[config.mk]
export PLATFORM = sky130hd
export DESIGN_NAME = pbm_top
export DESIGN_NICKNAME = d
export VERILOG_FILES = /design/src/rtl/pbm_pkg.sv /design/src/rtl/pbm_compare.sv /design/src/rtl/pbm_top.sv
export SDC_FILE = /design/constraint.sdc
export NUM_CORES = 2
export LEC_CHECK = 0
export BUFFER_PORTS_ARGS = -buffer_cell sky130_fd_sc_hd__buf_2
export CORE_AREA = 3 3 414 416
export DETAILED_ROUTE_END_ITERATION = 7
export DIE_AREA = 0 0 417 419
export SLEW_MARGIN = 5
export SYNTH_ARGS = -nofsm -noshare
export SYNTH_HDL_FRONTEND = slang
export SYNTH_SLANG_ARGS = --single-unit
[constraint.sdc]
create_clock -name clock -period 52 [get_ports clock]
set_clock_uncertainty 0.05 [all_clocks]
set_input_delay 10.4 -clock clock [delete_from_list [all_inputs] [get_ports clock]]
set_output_delay 10.4 -clock clock [all_outputs]
set_load 0.01 [all_outputs]
[src/rtl/pbm_pkg.sv]
// Purpose: shared constants for the time-protocol message classifier and best-master logic
// Assumes: message type codes follow the published version 2 wire encoding
// Notes:   own advertised properties are fixed values; the identifier comes from the station address
package pbm_pkg;

  // message type codes (low nibble of the first header byte)
  localparam logic [3:0] MSG_SYNC       = 4'h0;
  localparam logic [3:0] MSG_DELAY_REQ  = 4'h1;
  localparam logic [3:0] MSG_PDLY_REQ   = 4'h2;
  localparam logic [3:0] MSG_PDLY_RESP  = 4'h3;
  localparam logic [3:0] MSG_FOLLOW_UP  = 4'h8;
  localparam logic [3:0] MSG_DELAY_RESP = 4'h9;
  localparam logic [3:0] MSG_PDLY_RFUP  = 4'hA;
  localparam logic [3:0] MSG_ANNOUNCE   = 4'hB;
  localparam logic [3:0] MSG_SIGNALING  = 4'hC;
  localparam logic [3:0] MSG_MANAGEMENT = 4'hD;

  // widths of the compared properties, correction and timestamps
  localparam int PRIO_W  = 8;
  localparam int CLASS_W = 8;
  localparam int ACC_W   = 8;
  localparam int VAR_W   = 16;
  localparam int ID_W    = 64;
  localparam int CORR_W  = 64;
  localparam int TS_W    = 80;

  // properties this recorder advertises
  localparam logic [PRIO_W-1:0]  OWN_PRIO1 = 8'h80;    // 128
  localparam logic [CLASS_W-1:0] OWN_CLASS = 8'hF8;    // 248
  localparam logic [ACC_W-1:0]   OWN_ACC   = 8'hFE;
  localparam logic [VAR_W-1:0]   OWN_VAR   = 16'hFFFF;
  localparam logic [PRIO_W-1:0]  OWN_PRIO2 = 8'h7A;    // 122

  // identifier built from a 48-bit station address
  localparam int               MAC_W      = 48;
  localparam logic [15:0]      ID_FILLER  = 16'hFFFE;
  localparam int               ID_HI_W    = 24;

  // event class test, used on both paths
  function automatic logic pbm_is_event(input logic [3:0] code);
    return (code == MSG_SYNC) || (code == MSG_DELAY_REQ) ||
           (code == MSG_PDLY_REQ) || (code == MSG_PDLY_RESP);
  endfunction : pbm_is_event

  // general class test
  function automatic logic pbm_is_general(input logic [3:0] code);
    return (code == MSG_ANNOUNCE) || (code == MSG_FOLLOW_UP) ||
           (code == MSG_DELAY_RESP) || (code == MSG_PDLY_RFUP) ||
           (code == MSG_MANAGEMENT) || (code == MSG_SIGNALING);
  endfunction : pbm_is_general

endpackage : pbm_pkg

[src/rtl/pbm_compare.sv]
// Purpose: best-master comparison of a candidate against a reference
// Assumes: all properties present at the same time, combinational use
// Notes:   smaller wins; first differing property decides
`timescale 1ns/1ps
`default_nettype none
module pbm_compare (
  // candidate properties
  input  wire logic [pbm_pkg::PRIO_W-1:0]  cand_prio1,
  input  wire logic [pbm_pkg::CLASS_W-1:0] cand_class,
  input  wire logic [pbm_pkg::ACC_W-1:0]   cand_acc,
  input  wire logic [pbm_pkg::VAR_W-1:0]   cand_var,
  input  wire logic [pbm_pkg::PRIO_W-1:0]  cand_prio2,
  input  wire logic [pbm_pkg::ID_W-1:0]    cand_id,
  // reference properties
  input  wire logic [pbm_pkg::PRIO_W-1:0]  ref_prio1,
  input  wire logic [pbm_pkg::CLASS_W-1:0] ref_class,
  input  wire logic [pbm_pkg::ACC_W-1:0]   ref_acc,
  input  wire logic [pbm_pkg::VAR_W-1:0]   ref_var,
  input  wire logic [pbm_pkg::PRIO_W-1:0]  ref_prio2,
  input  wire logic [pbm_pkg::ID_W-1:0]    ref_id,
  // verdict
  output logic                             better,
  output logic                             equal
);

  // one wide key, fields concatenated most significant first, so that a
  // single magnitude compare gives the strict lexical order
  // key width: two priorities, class, accuracy, variance and identifier
  localparam int KEY_W = 2 * pbm_pkg::PRIO_W + pbm_pkg::CLASS_W + pbm_pkg::ACC_W +
                         pbm_pkg::VAR_W + pbm_pkg::ID_W;
  logic [KEY_W-1:0] cand_key;  // packed candidate
  logic [KEY_W-1:0] ref_key;   // packed reference

  assign cand_key = {cand_prio1, cand_class, cand_acc, cand_var, cand_prio2, cand_id};
  assign ref_key  = {ref_prio1, ref_class, ref_acc, ref_var, ref_prio2, ref_id};

  assign better = (cand_key < ref_key);
  assign equal  = (cand_key == ref_key);

endmodule : pbm_compare
`default_nettype wire

[src/rtl/pbm_top.sv]
// Purpose: message classification, timestamp capture and best-master selection
// Assumes: rx/tx message strobes come from framing logic on the same clock
// Notes:   only end-to-end two-step operation; no peer-delay service
`timescale 1ns/1ps
`default_nettype none
module pbm_top (
  // clock, reset and enable
  input  wire logic                             clock,
  input  wire logic                             rst,
  input  wire logic                             enable,
  // station address
  input  wire logic [pbm_pkg::MAC_W-1:0]        mac_addr,
  // receive path
  input  wire logic                             rx_valid,
  input  wire logic [3:0]                       rx_type,
  input  wire logic [pbm_pkg::TS_W-1:0]         rx_time,
  input  wire logic [pbm_pkg::TS_W-1:0]         rx_origin,
  input  wire logic [pbm_pkg::CORR_W-1:0]       rx_corr,
  // announce payload
  input  wire logic [pbm_pkg::PRIO_W-1:0]       ann_prio1,
  input  wire logic [pbm_pkg::CLASS_W-1:0]      ann_class,
  input  wire logic [pbm_pkg::ACC_W-1:0]        ann_acc,
  input  wire logic [pbm_pkg::VAR_W-1:0]        ann_var,
  input  wire logic [pbm_pkg::PRIO_W-1:0]       ann_prio2,
  input  wire logic [pbm_pkg::ID_W-1:0]         ann_id,
  // transmit path
  input  wire logic                             tx_valid,
  input  wire logic [3:0]                       tx_type,
  input  wire logic [pbm_pkg::TS_W-1:0]         tx_time,
  // classifier outputs
  output logic                                  rx_event,
  output logic                                  rx_general,
  output logic                                  tx_event,
  output logic                                  ts_capture,
  output logic                                  pdelay_ignored,
  // captured timestamps, corrections and set-complete flag
  output logic [pbm_pkg::TS_W-1:0]              t1_master_tx,
  output logic [pbm_pkg::TS_W-1:0]              t2_local_rx,
  output logic [pbm_pkg::TS_W-1:0]              t3_local_tx,
  output logic [pbm_pkg::TS_W-1:0]              t4_master_rx,
  output logic [pbm_pkg::CORR_W-1:0]            sync_corr,
  output logic [pbm_pkg::CORR_W-1:0]            dreq_corr,
  output logic                                  set_complete,
  // best-master state
  output logic                                  is_master,
  output logic [pbm_pkg::ID_W-1:0]              best_id,
  output logic                                  ann_better,
  output logic                                  ann_equal,
  output logic [pbm_pkg::ID_W-1:0]              own_id
);

  // combinational classification of the current strobes
  logic rx_ev_now;   // receive event now
  logic rx_gen_now;  // receive general now
  logic tx_ev_now;   // transmit event now
  logic ann_now;     // announce received now

  assign rx_ev_now  = rx_valid && pbm_pkg::pbm_is_event(rx_type);
  assign tx_ev_now  = tx_valid && pbm_pkg::pbm_is_event(tx_type);
  assign rx_gen_now = rx_valid && pbm_pkg::pbm_is_general(rx_type);
  assign ann_now    = rx_valid && (rx_type == pbm_pkg::MSG_ANNOUNCE);

  // best recorded master, initially ourselves
  logic [pbm_pkg::PRIO_W-1:0]  best_prio1;
  logic [pbm_pkg::CLASS_W-1:0] best_class;
  logic [pbm_pkg::ACC_W-1:0]   best_acc;
  logic [pbm_pkg::VAR_W-1:0]   best_var;
  logic [pbm_pkg::PRIO_W-1:0]  best_prio2;
  logic                        cmp_better;  // announce beats best
  logic                        cmp_equal;   // announce same as best
  logic [pbm_pkg::ID_W-1:0]    next_own_id; // identifier from address

  assign next_own_id = {mac_addr[pbm_pkg::MAC_W-1 -: pbm_pkg::ID_HI_W], pbm_pkg::ID_FILLER,
                        mac_addr[pbm_pkg::ID_HI_W-1:0]};

  // comparison of the incoming announce against current best
  pbm_compare u_cmp (
    .cand_prio1 (ann_prio1),
    .cand_class (ann_class),
    .cand_acc   (ann_acc),
    .cand_var   (ann_var),
    .cand_prio2 (ann_prio2),
    .cand_id    (ann_id),
    .ref_prio1  (best_prio1),
    .ref_class  (best_class),
    .ref_acc    (best_acc),
    .ref_var    (best_var),
    .ref_prio2  (best_prio2),
    .ref_id     (best_id),
    .better     (cmp_better),
    .equal      (cmp_equal)
  );

  // classifier strobes, registered so outputs come from flops
  always_ff @(posedge clock or posedge rst)
  begin
    if (rst)
    begin
      rx_event       <= 1'b0;
      rx_general     <= 1'b0;
      tx_event       <= 1'b0;
      ts_capture     <= 1'b0;
      pdelay_ignored <= 1'b0;
    end
    else if (enable)
    begin
      rx_event   <= rx_ev_now;
      rx_general <= rx_gen_now;
      tx_event   <= tx_ev_now;
      ts_capture <= rx_ev_now || tx_ev_now;
      pdelay_ignored <= rx_valid && ((rx_type == pbm_pkg::MSG_PDLY_REQ) ||
                        (rx_type == pbm_pkg::MSG_PDLY_RESP) ||
                        (rx_type == pbm_pkg::MSG_PDLY_RFUP));
    end
  end

  // two-step slave timestamp set; t1 and t4 arrive in general payloads
  logic [3:0] have;  // t1..t4 gathered flags
  always_ff @(posedge clock or posedge rst)
  begin
    if (rst)
    begin
      t1_master_tx <= '0;
      t2_local_rx  <= '0;
      t3_local_tx  <= '0;
      t4_master_rx <= '0;
      sync_corr    <= '0;
      dreq_corr    <= '0;
      have         <= 4'h0;
      set_complete <= 1'b0;
    end
    else if (enable)
    begin
      set_complete <= 1'b0;
      if (rx_valid && rx_type == pbm_pkg::MSG_SYNC)
      begin
        // sync receive time, new set begins
        t2_local_rx <= rx_time;
        sync_corr   <= rx_corr;
        have        <= 4'h2;
      end
      else if (rx_valid && rx_type == pbm_pkg::MSG_FOLLOW_UP)
      begin
        t1_master_tx <= rx_origin;
        sync_corr    <= sync_corr + rx_corr;
        have[0]      <= 1'b1;
      end
      else if (rx_valid && rx_type == pbm_pkg::MSG_DELAY_RESP)
      begin
        t4_master_rx <= rx_origin;
        dreq_corr    <= rx_corr;
        have[3]      <= 1'b1;
        set_complete <= (have[2:0] == 3'h7);
      end
      if (tx_valid && tx_type == pbm_pkg::MSG_DELAY_REQ)
      begin
        t3_local_tx <= tx_time;
        have[2]     <= 1'b1;
      end
    end
  end

  // best-master tracking; announce replaces the best if it is better
  always_ff @(posedge clock or posedge rst)
  begin
    if (rst)
    begin
      best_prio1 <= pbm_pkg::OWN_PRIO1;
      best_class <= pbm_pkg::OWN_CLASS;
      best_acc   <= pbm_pkg::OWN_ACC;
      best_var   <= pbm_pkg::OWN_VAR;
      best_prio2 <= pbm_pkg::OWN_PRIO2;
      best_id    <= '0;
      own_id     <= '0;
      is_master  <= 1'b0;
      ann_better <= 1'b0;
      ann_equal  <= 1'b0;
    end
    else if (enable)
    begin
      own_id <= next_own_id;
      // self entry follows the address until a foreign master is held
      if (is_master || best_id == own_id)
      begin
        if (!ann_now || !cmp_better)
          best_id <= next_own_id;
      end
      ann_better <= ann_now && cmp_better;
      ann_equal  <= ann_now && cmp_equal;
      if (ann_now && cmp_better)
      begin
        best_prio1 <= ann_prio1;
        best_class <= ann_class;
        best_acc   <= ann_acc;
        best_var   <= ann_var;
        best_prio2 <= ann_prio2;
        best_id    <= ann_id;
        is_master  <= 1'b0;
      end
      else
        is_master  <= (best_id == own_id);
    end
  end

  // a_capture_event: strobe follows an event one cycle later
  a_capture_event: assert property (@(posedge clock) disable iff (rst)
    (enable && (rx_ev_now || tx_ev_now)) |=> ts_capture)
    else $error("capture strobe missing after event");

  // a_no_general_cap: general alone never captures
  a_no_general_cap: assert property (@(posedge clock) disable iff (rst)
    (enable && rx_gen_now && !tx_ev_now) |=> !ts_capture)
    else $error("capture strobe on general message");

  // a_better_adopt: better announce adopted as best
  a_better_adopt: assert property (@(posedge clock) disable iff (rst)
    (enable && ann_now && cmp_better) |=> (best_id == $past(ann_id) && ann_better))
    else $error("better announce not adopted");

  // a_first_decides: lower priority1 always better
  a_first_decides: assert property (@(posedge clock) disable iff (rst)
    (ann_prio1 < best_prio1) |-> cmp_better)
    else $error("earlier property did not decide");

  // a_smaller_wins: larger priority1 never better
  a_smaller_wins: assert property (@(posedge clock) disable iff (rst)
    (ann_prio1 > best_prio1) |-> !cmp_better)
    else $error("larger value judged better");

  // a_equal_flag: equal excludes better
  a_equal_flag: assert property (@(posedge clock) disable iff (rst)
    cmp_equal |-> (!cmp_better && ann_id == best_id && ann_var == best_var))
    else $error("equal flag inconsistent");

  // a_sync_time: sync receive time stored
  a_sync_time: assert property (@(posedge clock) disable iff (rst)
    (enable && rx_valid && rx_type == pbm_pkg::MSG_SYNC) |=> (t2_local_rx == $past(rx_time)))
    else $error("sync receive time not stored");

  // a_pdelay_flag: peer-delay request flagged
  a_pdelay_flag: assert property (@(posedge clock) disable iff (rst)
    (enable && rx_valid && rx_type == pbm_pkg::MSG_PDLY_REQ) |=> pdelay_ignored)
    else $error("peer delay not flagged");

endmodule : pbm_top
`default_nettype wire

==> out/metrics.cfg <==
[flow_run]
cap_violations = 0

[clock_tree]
cts_max_level = 3
worstSkewPairLatency_ns = 0.68
root_buffer = clkbuf_16
cts_tree = built
cts_setup_buffers = 0
ctsHoldBuffers = 0
clock_path_buffers = 3
numCtsBuffers = 77
post_cts_resized = 0
clk_pin_slew_ns = 0.07
clock_sinks = 621

[drt]
dr.first_iter.drc_count = 1698
vias = 25500
drtAntennaViolNets = 0
avgRoutedWirePerCell_microns = 23.1
drtPass1Iterations = 5
viasPerCell = 4.29
wl_microns = 138000
drc = 0

[global_routing]
grt_pass1_wl_microns = 192000
gr-total-overflow = 0
grt_pass1_vias = 26000
grt_max_degree = 151
antenna_found_initial = 62
grt.total_usage_pct = 15.1

[timing]
min_period_ns = 14.51
rsz0062_at_grt = false
max_freq_mhz = 68.9
timing.final.hold_violations = 0
slew_headroom_pct = 20.0
drv_slew = 0
setup-violations-final = 0
worst_pin_slew_ns = 1.19
fin_tns_setup_ns = 0
post-route-period-util_pct = 27.9

[power_and_ir_drop]
seq_power_share_pct = 35.4
p_comb_share_pct = 34.0
switching_power_w = 0.000658
powerDensity_mw_per_mm2 = 43.4
total_power_w = 0.00180
p_sw_share_pct = 36.6
pwr-share-clk_pct = 30.6
p_int_w = 0.00114
power.leakage_nw = 20.7
vdd_drop_max_v = 0.0000290

[critical_path]
arrival_ns = 14.96
cp.required_ns = 52.44
r2r_start = best_id[49]$_DFFE_PP0P_
worstSetupStartpoint = ann_id[49]
cp_max_fo = 52
crit_path_end_kind = flop
critPathKind = in -> reg
start_kind = primary input

[floorplan]
core_sq_mm = 0.168
num_rows = 150
die_y_microns = 419
die_w_microns = 417
initial_utilization_pct = 18.6
ios = 1062
die-area_sq_mm = 0.175

[logic_synthesis]
synth_area_sq_mm = 0.0312
synth_nets = 3302
avgSynthCellArea_sq_um = 11.8
synth_edf_count = 0
async_reset_ff_share_pct = 100
ys_ff_latch = 621
synth_cell_type_count = 74
netlist_instances = 2649
yosysWarningCount = 0
ys_seq_area_share_pct = 50.0
ys.flop_type = dfrtp_1

[final_layout]
seqCellArea_sq_mm = 0.0156
stdcell_area_sq_mm = 0.0414
stdcell_count = 5950
fillers = 17900
fin_nets = 4319
multiInputGateArea_sq_mm = 0.0142
drive_above_1_share_pct = 47.2
fin_util_pct = 24.7
mostFrequentLayoutCells = 1059 x buf_2, 587 x dfrtp_1, 400 x mux2_2, 192 x inv_1, 175 x ha_1
area_growth_pct = 32.9
final_common_cell = buf_2

[hold_path]
min_path_type = reg -> reg
hold_start = have[1]$_DFFE_PP0P_

[outcome]
status = complete, no violations

[placement]
io_buffers = 1060
place_area_sq_mm = 0.0388
hpwl_microns = 112000
place.gp.congestion = 0.913
dp.cells = 5791

worst paths after layout:
check / end / slack [ns] / depth (start not counted)
worst max-delay path: best_id[0]$_DFFE_PP0P_ / 37.49 / 15
worst min-delay path: have[1]$_DFFE_PP0P_ / 0.42 / 1
worst max register to register: best_id[0]$_DFFE_PP0P_ / 46.78 / 15
worst min register to register: have[1]$_DFFE_PP0P_ / 0.42 / 1
max in group asynchronous: best_id[3]$_DFFE_PP0P_ / 39.20 / 5
min in group asynchronous: dreq_corr[49]$_DFFE_PP0P_ / 9.71 / 2
cell type report:
class | instances | share of cell area, %
antenna | 21 | 0.127
clock buffer | 110 | 5.37
clock inverter | 28 | 0.861
inverter | 193 | 1.77
multi-input combinational | 1686 | 34.2
sequential | 621 | 37.6
tap | 2204 | 6.66
timing repair buffer | 1087 | 13.3
worst max-delay path: stages:
cell      delay [ns]
buf_2           0.15
ha_1            0.33
a21o_1          0.18
a21o_1          0.17
a21oi_1         0.18
or4_1           0.14
o211ai_1        0.19
a21oi_1         0.22
nor3b_2         0.07
a311oi_1        0.42
o21a_2          0.21
buf_4           0.52
o31a_2          0.76
buf_4           0.73
o221ai_2        0.16
power by group through the flow:
stage	registers (W)	logic [W]	clock network, W
6_report	0.000637	0.000610	0.000550
5_1_grt	0.000648	0.000669	0.000586
2_1_floorplan	0.000673	0.000321	0
4_1_cts	0.000636	0.000618	0.000567
3_3_place_gp	0.000639	0.000609	0
3_5_place_dp	0.000643	0.000615	0
sequential cells by signal (all words and copies together), names as in the netlist, 3 cells and up:
| signal | flops |
|---|---|
| sync_corr | 64 |
| best_prio2 | 8 |
| best_prio1 | 8 |
| t4_master_rx | 80 |
| best_var | 16 |
| t2_local_rx | 80 |
| best_class | 8 |
| dreq_corr | 64 |
| t1_master_tx | 80 |
| t3_local_tx | 80 |
| best_acc | 8 |
| have | 3 |
| own_id | 49 |
| best_id | 64 |
Yosys cell counts, drive strengths merged (3+ instances only):
master  number  share of area, %
nand2      155               1.9
nor2        35              0.42
o22ai       53               1.1
nor3b        6              0.16
dfrtp      587                47
o21ai      160               2.6
a211o        5              0.14
and3         7              0.14
o21ba        4              0.13
a31oi        9              0.22
nand2b      12              0.24
mux2       433                16
xor2        44               1.2
a21oi      105               1.7
a21o        76               1.8
or2          5              0.10
a21boi       3             0.072
o221ai      54               2.5
mux2i        6              0.19
a211oi       6              0.16
nand3       72               1.2
or3          5              0.10
or4          3             0.072
o211ai      10              0.26
inv        193               2.3
nor4        19              0.38
o21a        10              0.24
dfstp       34               2.9
o21bai      15              0.36
buf         51               1.2
nand4       59               1.2
clkbuf      98               1.2
o22a        15              0.42
nor2b       11              0.22
nor3        21              0.34
ha         175               7.0
xnor2       62               1.7
metrics by stage:
step	setup WS, ns	hold WS [ns]
2_1_floorplan	24.22	0.385
3_3_place_gp	36.82	0.402
3_5_place_dp	36.63	0.405
4_1_cts	37.39	0.423
5_1_grt	37.17	0.454
6_report	37.49	0.425
cell families (layout without fill, tap and decap cells):
family,after synthesis,after routing,share of synthesized area (%)
AO/OA/AOI/OAI,545,545,12.3
other,1,22,0.0120
XOR/XNOR,106,106,2.98
flip-flops,621,621,50.0
buffers and inverters,342,1418,4.72
adder cells (fa/ha/maj),176,176,7.09
AND/OR/NAND/NOR,419,419,6.62
multiplexers,439,439,16.2
metal layers:
metal | vias up | GRT usage [%] | share of wire, %
met3 | 276 | 4.44 | 7.1
met5 | - | 0 | 0.020
met1 | 12800 | 16.0 | 36
li1 | 11500 | - | -
met4 | 4 | 6.26 | 4.4
met2 | 941 | 28.0 | 53
Note: power is estimated with default switching activity, not from simulation.
